==> src/logic/scg_crc16_consts.svh <==
// constants for the serial crc16 generator/checker
`ifndef SCG_CRC16_CONSTS_SVH
`define SCG_CRC16_CONSTS_SVH
// axi4-lite register byte offsets
`define SCG_OFS_CTRL 4'h0
`define SCG_OFS_STATUS 4'h4
`define SCG_OFS_REMAIN 4'h8
// ctrl fields
`define SCG_CTRL_READ_MODE 0
`define SCG_CTRL_SOFT_INIT 1
`define SCG_CTRL_RST 2'h0
// status fields
`define SCG_ST_GOOD 0
`define SCG_ST_SKIP 1
`define SCG_ST_SEL 2
`define SCG_ST_FLAG_N 3
// crc
`define SCG_CRC_PRESET 16'hFFFF
`define SCG_CRC_POLY 16'h1021
// divider
`define SCG_DIV_W 4
`define SCG_DIV_HALF 4'h7
// pin vector positions
`define SCG_P_DIN 0
`define SCG_P_BBC 1
`define SCG_P_SHF 2
`define SCG_P_SEL 3
`define SCG_P_INIT 4
`define SCG_P_WCLK 5
`define SCG_NPIN 6
// axi responses
`define SCG_RESP_OKAY 2'h0
`define SCG_RESP_SLVERR 2'h2
`endif

==> src/logic/scg_pkg.sv <==
// types for the serial crc16 generator/checker
package scg_pkg;
  typedef logic [15:0] scg_crc_t;
  typedef logic [31:0] scg_word_t;
  typedef logic [3:0] scg_addr_t;
  typedef logic [1:0] scg_resp_t;
endpackage

==> src/logic/scg_crc16_top.sv <==
// serial crc16 generator/checker with axi4-lite registers
//
// Decided for this implementation: the AXI4-Lite register port and the address map.
`timescale 1ns/1ps
`include "scg_crc16_consts.svh"
// Overview of operation
// - active-low serial input feeds generate and check
// - byte clock fall latches data/check select
// - shift clock fall advances one bit
// - write, select low: shift check word out
// - read: shift rise sets good when zero
// - flag low during check word output
// - init low: skip high, register all ones
// - write: data passes unaltered, check appended
// - first falling input clears skip, arms
// - good held while input high, no init
// - second good output is complement
// - write clock divided by sixteen
// - after check word output rests high
// - write-side output logic idle in read mode
// - polynomial x16 + x12 + x5 + 1
module scg_crc16_top (
  // system
  input wire logic aclk,
  input wire logic aresetn,
  // axi4-lite write address and data
  input wire logic s_axi_awvalid,
  output logic s_axi_awready,
  input wire scg_pkg::scg_addr_t s_axi_awaddr,
  input wire logic [2:0] s_axi_awprot,
  input wire logic s_axi_wvalid,
  output logic s_axi_wready,
  input wire scg_pkg::scg_word_t s_axi_wdata,
  input wire logic [3:0] s_axi_wstrb,
  // axi4-lite write response
  output logic s_axi_bvalid,
  input wire logic s_axi_bready,
  output scg_pkg::scg_resp_t s_axi_bresp,
  // axi4-lite read
  input wire logic s_axi_arvalid,
  output logic s_axi_arready,
  input wire scg_pkg::scg_addr_t s_axi_araddr,
  input wire logic [2:0] s_axi_arprot,
  output logic s_axi_rvalid,
  input wire logic s_axi_rready,
  output scg_pkg::scg_word_t s_axi_rdata,
  output scg_pkg::scg_resp_t s_axi_rresp,
  // serial pins in
  input wire logic data_in_n,
  input wire logic byte_boundary_clock,
  input wire logic bit_shift_clock,
  input wire logic data_or_check_select,
  input wire logic check_init_n,
  input wire logic write_clock,
  // serial pins out
  output logic data_out_n,
  output logic skip_gate,
  output logic checkword_out_flag_n,
  output logic check_good,
  output logic check_good_n,
  output logic divided_step_clock
);
  import scg_pkg::*;
  function automatic logic fell(input logic prev, input logic cur);
    fell = prev & ~cur;
  endfunction
  function automatic scg_crc_t crc_step(input scg_crc_t c, input logic din_n);
    logic fb;
    fb = c[15] ^ ~din_n;
    crc_step = {c[14:0], 1'b0} ^ (fb ? `SCG_CRC_POLY : 16'h0000);
  endfunction
  // pin synchronisers
  logic [`SCG_NPIN-1:0] pin_raw;
  logic [`SCG_NPIN-1:0] meta_ff;
  logic [`SCG_NPIN-1:0] sync_ff;
  logic [`SCG_NPIN-1:0] prev_ff;
  assign pin_raw = {write_clock, check_init_n, data_or_check_select,
                    bit_shift_clock, byte_boundary_clock, data_in_n};
  genvar gi;
  generate
    for (gi = 0; gi < `SCG_NPIN; gi++) begin : g_sync
      always_ff @(posedge aclk) begin
        if (!aresetn) begin
          meta_ff[gi] <= 1'b1;
          sync_ff[gi] <= 1'b1;
          prev_ff[gi] <= 1'b1;
        end else begin
          meta_ff[gi] <= pin_raw[gi];
          sync_ff[gi] <= meta_ff[gi];
          prev_ff[gi] <= sync_ff[gi];
        end
      end
    end
  endgenerate
  // registers and core state
  logic read_mode_ff;
  logic soft_init_ff;
  logic skip_ff;
  logic sel_ff;
  scg_crc_t crc_ff;
  logic dout_n_ff;
  logic flag_n_ff;
  logic good_ff;
  logic good_n_ff;
  logic nxt_good;
  logic [`SCG_DIV_W-1:0] div_cnt_ff;

  logic din_s;
  logic init;
  logic din_fall;
  logic bbc_fall;
  logic shf_fall;
  logic shf_rise;
  logic wclk_rise;
  logic shift_en;

  assign din_s = sync_ff[`SCG_P_DIN];
  assign init = ~sync_ff[`SCG_P_INIT] | soft_init_ff;
  assign din_fall = fell(prev_ff[`SCG_P_DIN], sync_ff[`SCG_P_DIN]);
  assign bbc_fall = fell(prev_ff[`SCG_P_BBC], sync_ff[`SCG_P_BBC]);
  assign shf_fall = fell(prev_ff[`SCG_P_SHF], sync_ff[`SCG_P_SHF]);
  assign shf_rise = fell(sync_ff[`SCG_P_SHF], prev_ff[`SCG_P_SHF]);
  assign wclk_rise = fell(sync_ff[`SCG_P_WCLK], prev_ff[`SCG_P_WCLK]);
  // armed once skip is low, or on the very bit that clears it
  assign shift_en = ~skip_ff | ~din_s;

  // skip gate
  always_ff @(posedge aclk) begin
    if (!aresetn) begin
      skip_ff <= 1'b1;
    end else if (init) begin
      skip_ff <= 1'b1;
    end else if (din_fall) begin
      skip_ff <= 1'b0;
    end
  end

  // latched data/check select
  always_ff @(posedge aclk) begin
    if (!aresetn) begin
      sel_ff <= 1'b1;
    end else if (bbc_fall) begin
      sel_ff <= sync_ff[`SCG_P_SEL];
    end
  end

  // check register
  always_ff @(posedge aclk) begin
    if (!aresetn) begin
      crc_ff <= `SCG_CRC_PRESET;
    end else if (init) begin
      crc_ff <= `SCG_CRC_PRESET;
    end else if (shf_fall) begin
      if (!read_mode_ff && !sel_ff) begin
        crc_ff <= {crc_ff[14:0], 1'b0};
      end else if (shift_en) begin
        crc_ff <= crc_step(crc_ff, din_s);
      end
    end
  end

  // serial output and checkword flag
  always_ff @(posedge aclk) begin
    if (!aresetn) begin
      dout_n_ff <= 1'b1;
      flag_n_ff <= 1'b1;
    end else if (read_mode_ff) begin
      dout_n_ff <= 1'b1;
      flag_n_ff <= 1'b1;
    end else begin
      dout_n_ff <= sel_ff ? din_s : ~crc_ff[15];
      flag_n_ff <= sel_ff;
    end
  end

  // check good flags
  always_comb begin
    nxt_good = good_ff;
    if (init || !read_mode_ff) begin
      nxt_good = 1'b0;
    end else if (shf_rise && !skip_ff && crc_ff == 16'h0000) begin
      nxt_good = 1'b1;
    end else if (!din_s) begin
      nxt_good = 1'b0;
    end
  end

  always_ff @(posedge aclk) begin
    if (!aresetn) begin
      good_ff <= 1'b0;
      good_n_ff <= 1'b1;
    end else begin
      good_ff <= nxt_good;
      good_n_ff <= ~nxt_good;
    end
  end

  // timing clock divider
  always_ff @(posedge aclk) begin
    if (!aresetn) begin
      div_cnt_ff <= 4'h0;
    end else if (wclk_rise) begin
      div_cnt_ff <= 4'(div_cnt_ff + 4'h1);
    end
  end

  assign data_out_n = dout_n_ff;
  assign skip_gate = skip_ff;
  assign checkword_out_flag_n = flag_n_ff;
  assign check_good = good_ff;
  assign check_good_n = good_n_ff;
  assign divided_step_clock = div_cnt_ff[`SCG_DIV_W-1];

  // axi4-lite write path
  logic aw_got_ff;
  logic w_got_ff;
  scg_addr_t awaddr_ff;
  scg_word_t wdata_ff;
  logic [3:0] wstrb_ff;
  logic bvalid_ff;
  scg_resp_t bresp_ff;
  logic have_aw;
  logic have_w;
  scg_addr_t wr_addr;
  scg_word_t wr_data;
  logic [3:0] wr_strb;
  logic wr_do;

  assign s_axi_awready = ~aw_got_ff & ~bvalid_ff;
  assign s_axi_wready = ~w_got_ff & ~bvalid_ff;
  assign have_aw = aw_got_ff | (s_axi_awvalid & s_axi_awready);
  assign have_w = w_got_ff | (s_axi_wvalid & s_axi_wready);
  assign wr_do = have_aw & have_w & ~bvalid_ff;
  assign wr_addr = aw_got_ff ? awaddr_ff : s_axi_awaddr;
  assign wr_data = w_got_ff ? wdata_ff : s_axi_wdata;
  assign wr_strb = w_got_ff ? wstrb_ff : s_axi_wstrb;

  always_ff @(posedge aclk) begin
    if (!aresetn) begin
      aw_got_ff <= 1'b0;
      w_got_ff <= 1'b0;
      awaddr_ff <= 4'h0;
      wdata_ff <= 32'h00000000;
      wstrb_ff <= 4'h0;
    end else if (wr_do) begin
      aw_got_ff <= 1'b0;
      w_got_ff <= 1'b0;
    end else begin
      if (s_axi_awvalid && s_axi_awready) begin
        aw_got_ff <= 1'b1;
        awaddr_ff <= s_axi_awaddr;
      end
      if (s_axi_wvalid && s_axi_wready) begin
        w_got_ff <= 1'b1;
        wdata_ff <= s_axi_wdata;
        wstrb_ff <= s_axi_wstrb;
      end
    end
  end

  always_ff @(posedge aclk) begin
    if (!aresetn) begin
      bvalid_ff <= 1'b0;
      bresp_ff <= `SCG_RESP_OKAY;
    end else if (wr_do) begin
      bvalid_ff <= 1'b1;
      bresp_ff <= (wr_addr == `SCG_OFS_CTRL) ? `SCG_RESP_OKAY : `SCG_RESP_SLVERR;
    end else if (s_axi_bready) begin
      bvalid_ff <= 1'b0;
    end
  end

  // control register
  always_ff @(posedge aclk) begin
    if (!aresetn) begin
      {soft_init_ff, read_mode_ff} <= `SCG_CTRL_RST;
    end else if (wr_do && wr_addr == `SCG_OFS_CTRL && wr_strb[0]) begin
      read_mode_ff <= wr_data[`SCG_CTRL_READ_MODE];
      soft_init_ff <= wr_data[`SCG_CTRL_SOFT_INIT];
    end
  end

  assign s_axi_bvalid = bvalid_ff;
  assign s_axi_bresp = bresp_ff;

  // axi4-lite read path
  logic rvalid_ff;
  scg_word_t rdata_ff;
  scg_resp_t rresp_ff;
  scg_word_t rd_mux;
  scg_resp_t rd_resp;

  assign s_axi_arready = ~rvalid_ff;

  always_comb begin
    rd_mux = 32'h00000000;
    rd_resp = `SCG_RESP_OKAY;
    case (s_axi_araddr)
      `SCG_OFS_CTRL: begin
        rd_mux[`SCG_CTRL_READ_MODE] = read_mode_ff;
        rd_mux[`SCG_CTRL_SOFT_INIT] = soft_init_ff;
      end
      `SCG_OFS_STATUS: begin
        rd_mux[`SCG_ST_GOOD] = good_ff;
        rd_mux[`SCG_ST_SKIP] = skip_ff;
        rd_mux[`SCG_ST_SEL] = sel_ff;
        rd_mux[`SCG_ST_FLAG_N] = flag_n_ff;
      end
      `SCG_OFS_REMAIN: begin
        rd_mux[15:0] = crc_ff;
      end
      default: begin
        rd_resp = `SCG_RESP_SLVERR;
      end
    endcase
  end

  always_ff @(posedge aclk) begin
    if (!aresetn) begin
      rvalid_ff <= 1'b0;
      rdata_ff <= 32'h00000000;
      rresp_ff <= `SCG_RESP_OKAY;
    end else if (s_axi_arvalid && s_axi_arready) begin
      rvalid_ff <= 1'b1;
      rdata_ff <= rd_mux;
      rresp_ff <= rd_resp;
    end else if (s_axi_rready) begin
      rvalid_ff <= 1'b0;
    end
  end

  assign s_axi_rvalid = rvalid_ff;
  assign s_axi_rdata = rdata_ff;
  assign s_axi_rresp = rresp_ff;
endmodule // scg_crc16_top

==> config.mk <==
export PLATFORM = sky130hd
export DESIGN_NAME = scg_crc16_top
export DESIGN_NICKNAME = d
export VERILOG_FILES = /design/src/logic/scg_pkg.sv /design/src/logic/scg_crc16_top.sv
export VERILOG_INCLUDE_DIRS = /design/src /design/src/logic
export SDC_FILE = /design/constraint.sdc
export NUM_CORES = 1
export LEC_CHECK = 0
export ABC_AREA = 1
export ABC_CLOCK_PERIOD_IN_PS = 1100
export BUFFER_PORTS_ARGS = -buffer_cell sky130_fd_sc_hd__buf_2
export CAP_MARGIN = 0
export CORE_MARGIN = 4
export CORE_UTILIZATION = 46
export CTS_BUF_LIST = sky130_fd_sc_hd__clkbuf_2 sky130_fd_sc_hd__clkbuf_4 sky130_fd_sc_hd__clkbuf_8
export DETAILED_ROUTE_END_ITERATION = 10
export GPL_ROUTABILITY_DRIVEN = 0
export GPL_TIMING_DRIVEN = 0
export PLACE_DENSITY_LB_ADDON = 0.25
export SKIP_LAST_GASP = 1
export SLEW_MARGIN = 0
export SYNTH_ARGS = -nofsm -noshare
export SYNTH_HDL_FRONTEND = slang
export SYNTH_SLANG_ARGS = --single-unit
==> constraint.sdc <==
create_clock -name aclk -period 1.1 [get_ports aclk]
set_input_delay 0.275 -clock aclk [delete_from_list [all_inputs] [get_ports aclk]]
set_output_delay 0.275 -clock aclk [all_outputs]
set_load 0.01 [all_outputs]
Yosys cells after proc, flatten, opt, wreduce, memory -nomap -nowiden
Index checks and enable logic that the tools add are counted.

Register bits after elaboration: 75. Input port bits: 63. Output and inout bits: 47. Logic and storage cells: 115.

Add/sub/neg operators: 1. Eq/ne operators: 2. Multiplexer cells: 19. Bitwise logic cells: 32. Reduce and logical (&&, ||, !) cells: 25.

Operators with widths (count): 16-bit 2-to-1 mux (2); 16-bit logical NOT (1); 16-bit by 13-bit XOR with 16-bit output (1); 1-bit NOT (15); 13-bit 2-to-1 mux (1); 12-bit 2-to-1 mux (1); 1-bit AND (11); 1-bit 2-to-1 mux (9); 1-bit logical AND (8); 4-bit logical NOT (2); 2-bit 2-to-1 mux (3); 2-bit case mux with 3 select lines (1); 2-bit AND reduction (3); 2-bit nonzero test (3); 2-bit OR reduction (3); 4-bit by 1-bit adder with 4-bit output, second input constant (1); 4-bit by 3-bit == test with 1-bit output, second input constant (1); 4-bit == test, second input constant (1); 4-bit 2-to-1 mux (1); 1-bit bitwise OR (4); 2-bit case mux with 2 select lines (1); 1-bit logical NOT (3); 3-bit OR reduction (1); 1-bit logical OR (1); 1-bit XOR (1).

Logic depth before layout (Yosys ltp)
Depth after elaboration: 8. Gate-level depth with buffers: 8. Mapped depth without buffers: 7.

Worst setup path after synthesis
Ideal clock, no wire load.

Path type: register to register. Start point: register bvalid_ff, in the netlist s_axi_bvalid. End point: register awaddr_ff[1]. Setup time: 0.116 ns. Data arrival time: 1.052 ns. Required time: 0.984 ns. Slack: -0.068 ns. Stages on the path, launching flop included: 7. Buffers on the path: 0. Period minus slack after synthesis: 1.168 ns. Cells stage by stage: dfxtp_1 nor2_1 nand2_1 nor2_2 inv_1 nor2_1 nor2_1.

Word-level cells in the longest chain between the ends: 8. Elaborated cells between the ends (all ways): 12. Those cells by class: bitwise (10); reduce/logical (2).

Ends and longest elaborated chain: from (decl) (line scg_crc16_top.sv:220) `logic bvalid_ff;`; from (signal assigned) (line scg_crc16_top.sv:263) `bvalid_ff <= 1'b0;`; from (signal assigned) (line scg_crc16_top.sv:266) `bvalid_ff <= 1'b1;`; from (signal assigned) (line scg_crc16_top.sv:269) `bvalid_ff <= 1'b0;`; 1-bit NOT (*) (line scg_crc16_top.sv:229) `assign s_axi_awready = ~aw_got_ff & ~bvalid_ff;`; 1-bit AND (*) (line scg_crc16_top.sv:229); net s_axi_awready (line scg_crc16_top.sv:28) `output logic s_axi_awready,`; 1-bit AND (line scg_crc16_top.sv:231) `assign have_aw = aw_got_ff | (s_axi_awvalid & s_axi_awready);`; 1-bit bitwise OR (line scg_crc16_top.sv:231); 1-bit AND (2 in a row) (line scg_crc16_top.sv:233) `assign wr_do = have_aw & have_w & ~bvalid_ff;`; 1-bit NOT (no source line); 2-bit AND reduction (no source line) (*); to (signal assigned) (line scg_crc16_top.sv:251) `awaddr_ff <= s_axi_awaddr;`; to (decl) (line scg_crc16_top.sv:217) `scg_addr_t awaddr_ff;`.

Mark *: on every way through the listed nets, which the timed path passes. The rest lies on a longest branch. A chain may end at the register's enable or synchronous reset.

Final worst setup path
Start point: register w_got_ff. End point: register aw_got_ff.

Word-level cells in the longest chain between the ends: 7.

Ends and longest elaborated chain: from (decl) (line scg_crc16_top.sv:216) `logic w_got_ff;`; from (signal assigned) (line scg_crc16_top.sv:241) `w_got_ff <= 1'b0;`; from (signal assigned) (line scg_crc16_top.sv:247) `w_got_ff <= 1'b0;`; from (signal assigned) (line scg_crc16_top.sv:254) `w_got_ff <= 1'b1;`; 1-bit NOT (line scg_crc16_top.sv:230) `assign s_axi_wready = ~w_got_ff & ~bvalid_ff;`; 1-bit AND (line scg_crc16_top.sv:230); 1-bit AND (line scg_crc16_top.sv:232) `assign have_w = w_got_ff | (s_axi_wvalid & s_axi_wready);`; 1-bit bitwise OR (*) (line scg_crc16_top.sv:232); 1-bit AND (*) (2 in a row) (line scg_crc16_top.sv:233); 2-bit OR reduction (no source line) (*); to (signal assigned) (line scg_crc16_top.sv:240) `aw_got_ff <= 1'b0;`; to (signal assigned) (line scg_crc16_top.sv:246) `aw_got_ff <= 1'b0;`; to (signal assigned) (line scg_crc16_top.sv:250) `aw_got_ff <= 1'b1;`; to (decl) (line scg_crc16_top.sv:215) `logic aw_got_ff;`.

Every way passes the cells marked *; elsewhere a longest branch is shown, timed or not.

==> flow_summary.toml <==
[run_status]
status = "finished, violations left"
violations = "setup timing"

[place]
dp_hpwl_um = 4634
placed_cells_incl_taps = 536
numPortBuffers = 51

[floorplan]
pin_count = 110
die_x_um = 90.27
rows = 29
die_h_um = 90.27
core_um2 = 6459
start_util_pct = 48.20
dieArea_um2 = 8148

[min_path]
hold_depth = 2
hold_class = "input port to flip-flop"

[detailed_routing]
drtPass1Iterations = 4
routed_wl_um = 7189
wl_per_cell_um = 12.61
vias = 2760
route.antenna.remaining_nets = 0
initialDrtViolationCount = 70
via_per_inst = 4.842
drc = 0

[critical_path]
critPathLaunchType = "flip-flop"
required_ns = 1.38
path_depth = 8
worst_path_max_delay_cell = "dfxtp_4"
worstPathMaxFanout = 5
worstSetupEndpointType = "flip-flop"
path_buf_inv = 4
path_cells = "buf_6 > a21oi_4 > nor2_4 > buf_6 > buf_4 > nor2_4 > o21ai_1 > inv_1"
critical_path_arrival_ns = 1.52
critPathKind = "flip-flop to flip-flop"
max_stage_delay_ns = 0.37
path_delay_family = "buffers and inverters"
reg2reg_depth = 8

[sta]
fmax_mhz = 808.8
skew_ns = 0.009397
setup_ws_ns = -0.1363
slew_viol_final = 0
finalCriticalPeriod_ns = 1.236
post-route-period-util_pct = 112.4
finalSetupViolations = 33
final_hold_viol_count = 0
rsz0062_at_grt = "yes"
hold_slack_ns = 0.1139

[clocking]
clk_pin_slew_ns = 0.08
cts-root-buf = "clkbuf_8"
numCtsBuffers = 9
ctsHoldBuffers = 0
clockBufferDepth = 2
insertion_delay_ns = 0.34
cts_tree = "yes"
htree_levels = 3
cts.sinks = 73

[synthesis]
synth_area_um2 = 3113
synth_edf_count = 0
syn_avg_cell_area_um2 = 7.962
yosysUniqueCellTypes = 37
yosysSeqAreaShare_pct = 46.95
yosysWarningCount = 0
yosys.area.top_type = "dfxtp_1"
yosys_register_bits = 73
synthCells = 391
postSynth.asyncResetShare_pct = 0
synth_area_leaders = "dfxtp_1 (47%), nand2_1 (8.2%), nor2_1 (5.8%)"
synth_top_area_share_pct = 46.95
synthFlopType = "dfxtp_1"

[global_route]
overflow = 0
grtUsageTotal_pct = 16.96
grt_antenna_before_repair = 0
grt_max_degree = 14
grt_pass1_wl_um = 11420
first_global_vias = 2514

[power_and_ir_drop]
power.leakage_nw = 2.027
finalPower_mw = 6.471
ir_drop_mv = 1.206
power.density_nw_per_um2 = 1486

[final_layout]
finalNonFillerCells = 570
drive_above_1_share_pct = 50.30
syn2layout_area_growth_pct = 39.91
nets = 552
antenna_cells = 0

[flow_run]
max_cap_viol_count = 0
-- worst reg2reg max path: cells and delay by family, from the launching register on --
family	cells	cell delay, ns
buf+inv	4	0.44
flops	1	0.37
compound gates	2	0.23
simple gates	2	0.14
-- flip-flops by register name (all words and copies together), names as in the netlist, 2 cells and up --
name,cells
s_axi_rdata,16
meta_ff,6
wdata_ff,2
prev_ff,4
div_cnt_ff,4
sync_ff,5
awaddr_ff,4
crc_ff,16
-- Yosys cell counts, drive strengths merged (4+ instances only) --
cell type	n
inv	36
nor2	53
nor3	5
nand4	6
o21ai	30
or2	13
nand3	29
dfxtp	73
nand2	79
a21oi	26
clkbuf	4
buf	28
-- metrics by stage --
| stage | utilization (%) | area (um^2) | setup TNS (ns) | worst slack [ns] |
|---|---|---|---|---|
| after global routing | 67.44 | 4355 | -4.189 | -0.2041 |
| after detailed placement | 54.69 | 3532 | -4.880 | -0.1395 |
| after CTS | 62.44 | 4033 | -1.243 | -0.1292 |
| final | 67.44 | 4355 | -1.969 | -0.1363 |
| after floorplan | - | 3181 | 0 | 0.01918 |
| after global placement | 54.69 | 3532 | -4.123 | -0.1357 |
-- placed cells by master (no fill, tap or decap), types with 3 or more instances in the layout --
master      n
a21oi_1     9
a21oi_2    16
buf_2      41
buf_4      28
buf_6      26
bufinv_16   3
clkbuf_1    3
clkbuf_8   10
conb_1     18
dfxtp_1    45
dfxtp_2    23
dfxtp_4     5
inv_1      27
inv_2       6
inv_4       3
nand2_1    47
nand2_2    26
nand2_4     6
nand3_1    17
nand3_2    10
nand4_1     6
nor2_1     37
nor2_2      5
nor2_4      9
nor3_2      3
o21ai_0    16
o21ai_1    11
o21ai_2     3
or2_2      13
-- repair_timing --
action	4_1_cts	5_1_grt
setup buffers	6	7
resized for setup	63	82
hold endpoints to repair	0	0
cloned	4	1
endpoints found under the setup margin	50	71
pin swaps	11	15
-- routing by layer --
layer	global-route usage, %	share of wire, %
met1	20.36	43
met2	29.62	51
met3	3.417	4.8
met4	6.760	1.3
met5	0	0
-- cells by family (layout without fill, tap and decap cells) --
kind of cell / count (synthesis) / in the layout / share of synthesized area (%)
adder cells (fa/ha/maj): 1 / 1 / 0.4019
buffers and inverters: 69 / 154 / 12.06
AND/OR/NAND/NOR: 186 / 186 / 28.82
XOR/XNOR: 2 / 2 / 0.5628
other: 1 / 18 / 0.1205
AO/OA/AOI/OAI: 59 / 59 / 11.09
flip-flops: 73 / 73 / 46.95
-- path summary, 6_finish.rpt --
| check | end | from | slack [ns] |
|---|---|---|---|
| min | meta_ff[1]$_SDFF_PN1_ | byte_boundary_clock | 0.11 |
| max reg2reg | aw_got_ff$_SDFFE_PP0P_ | w_got_ff$_SDFFE_PP0P_ | -0.14 |
| min reg2reg | sync_ff[2]$_SDFF_PN1_ | meta_ff[2]$_SDFF_PN1_ | 0.42 |
| max | aw_got_ff$_SDFFE_PP0P_ | w_got_ff$_SDFFE_PP0P_ | -0.14 |
-- final cells by class --
class,count,area (um^2)
multi-input cells,266,1600
fillers,523,2103
repair buffers,69,491.7
plain buffers,32,259.0
clock buffers,10,137.6
well taps,77,96.34
inverters,37,147.6
flip-flops and latches,73,1509
clock inverters,6,113.9
-- where the power goes --
group / switching, mW / internal, mW
combinational: 0.545 / 0.449
clock: 0.999 / 1.58
sequential: 0.110 / 2.79
Power figures use the tool's default switching activity.
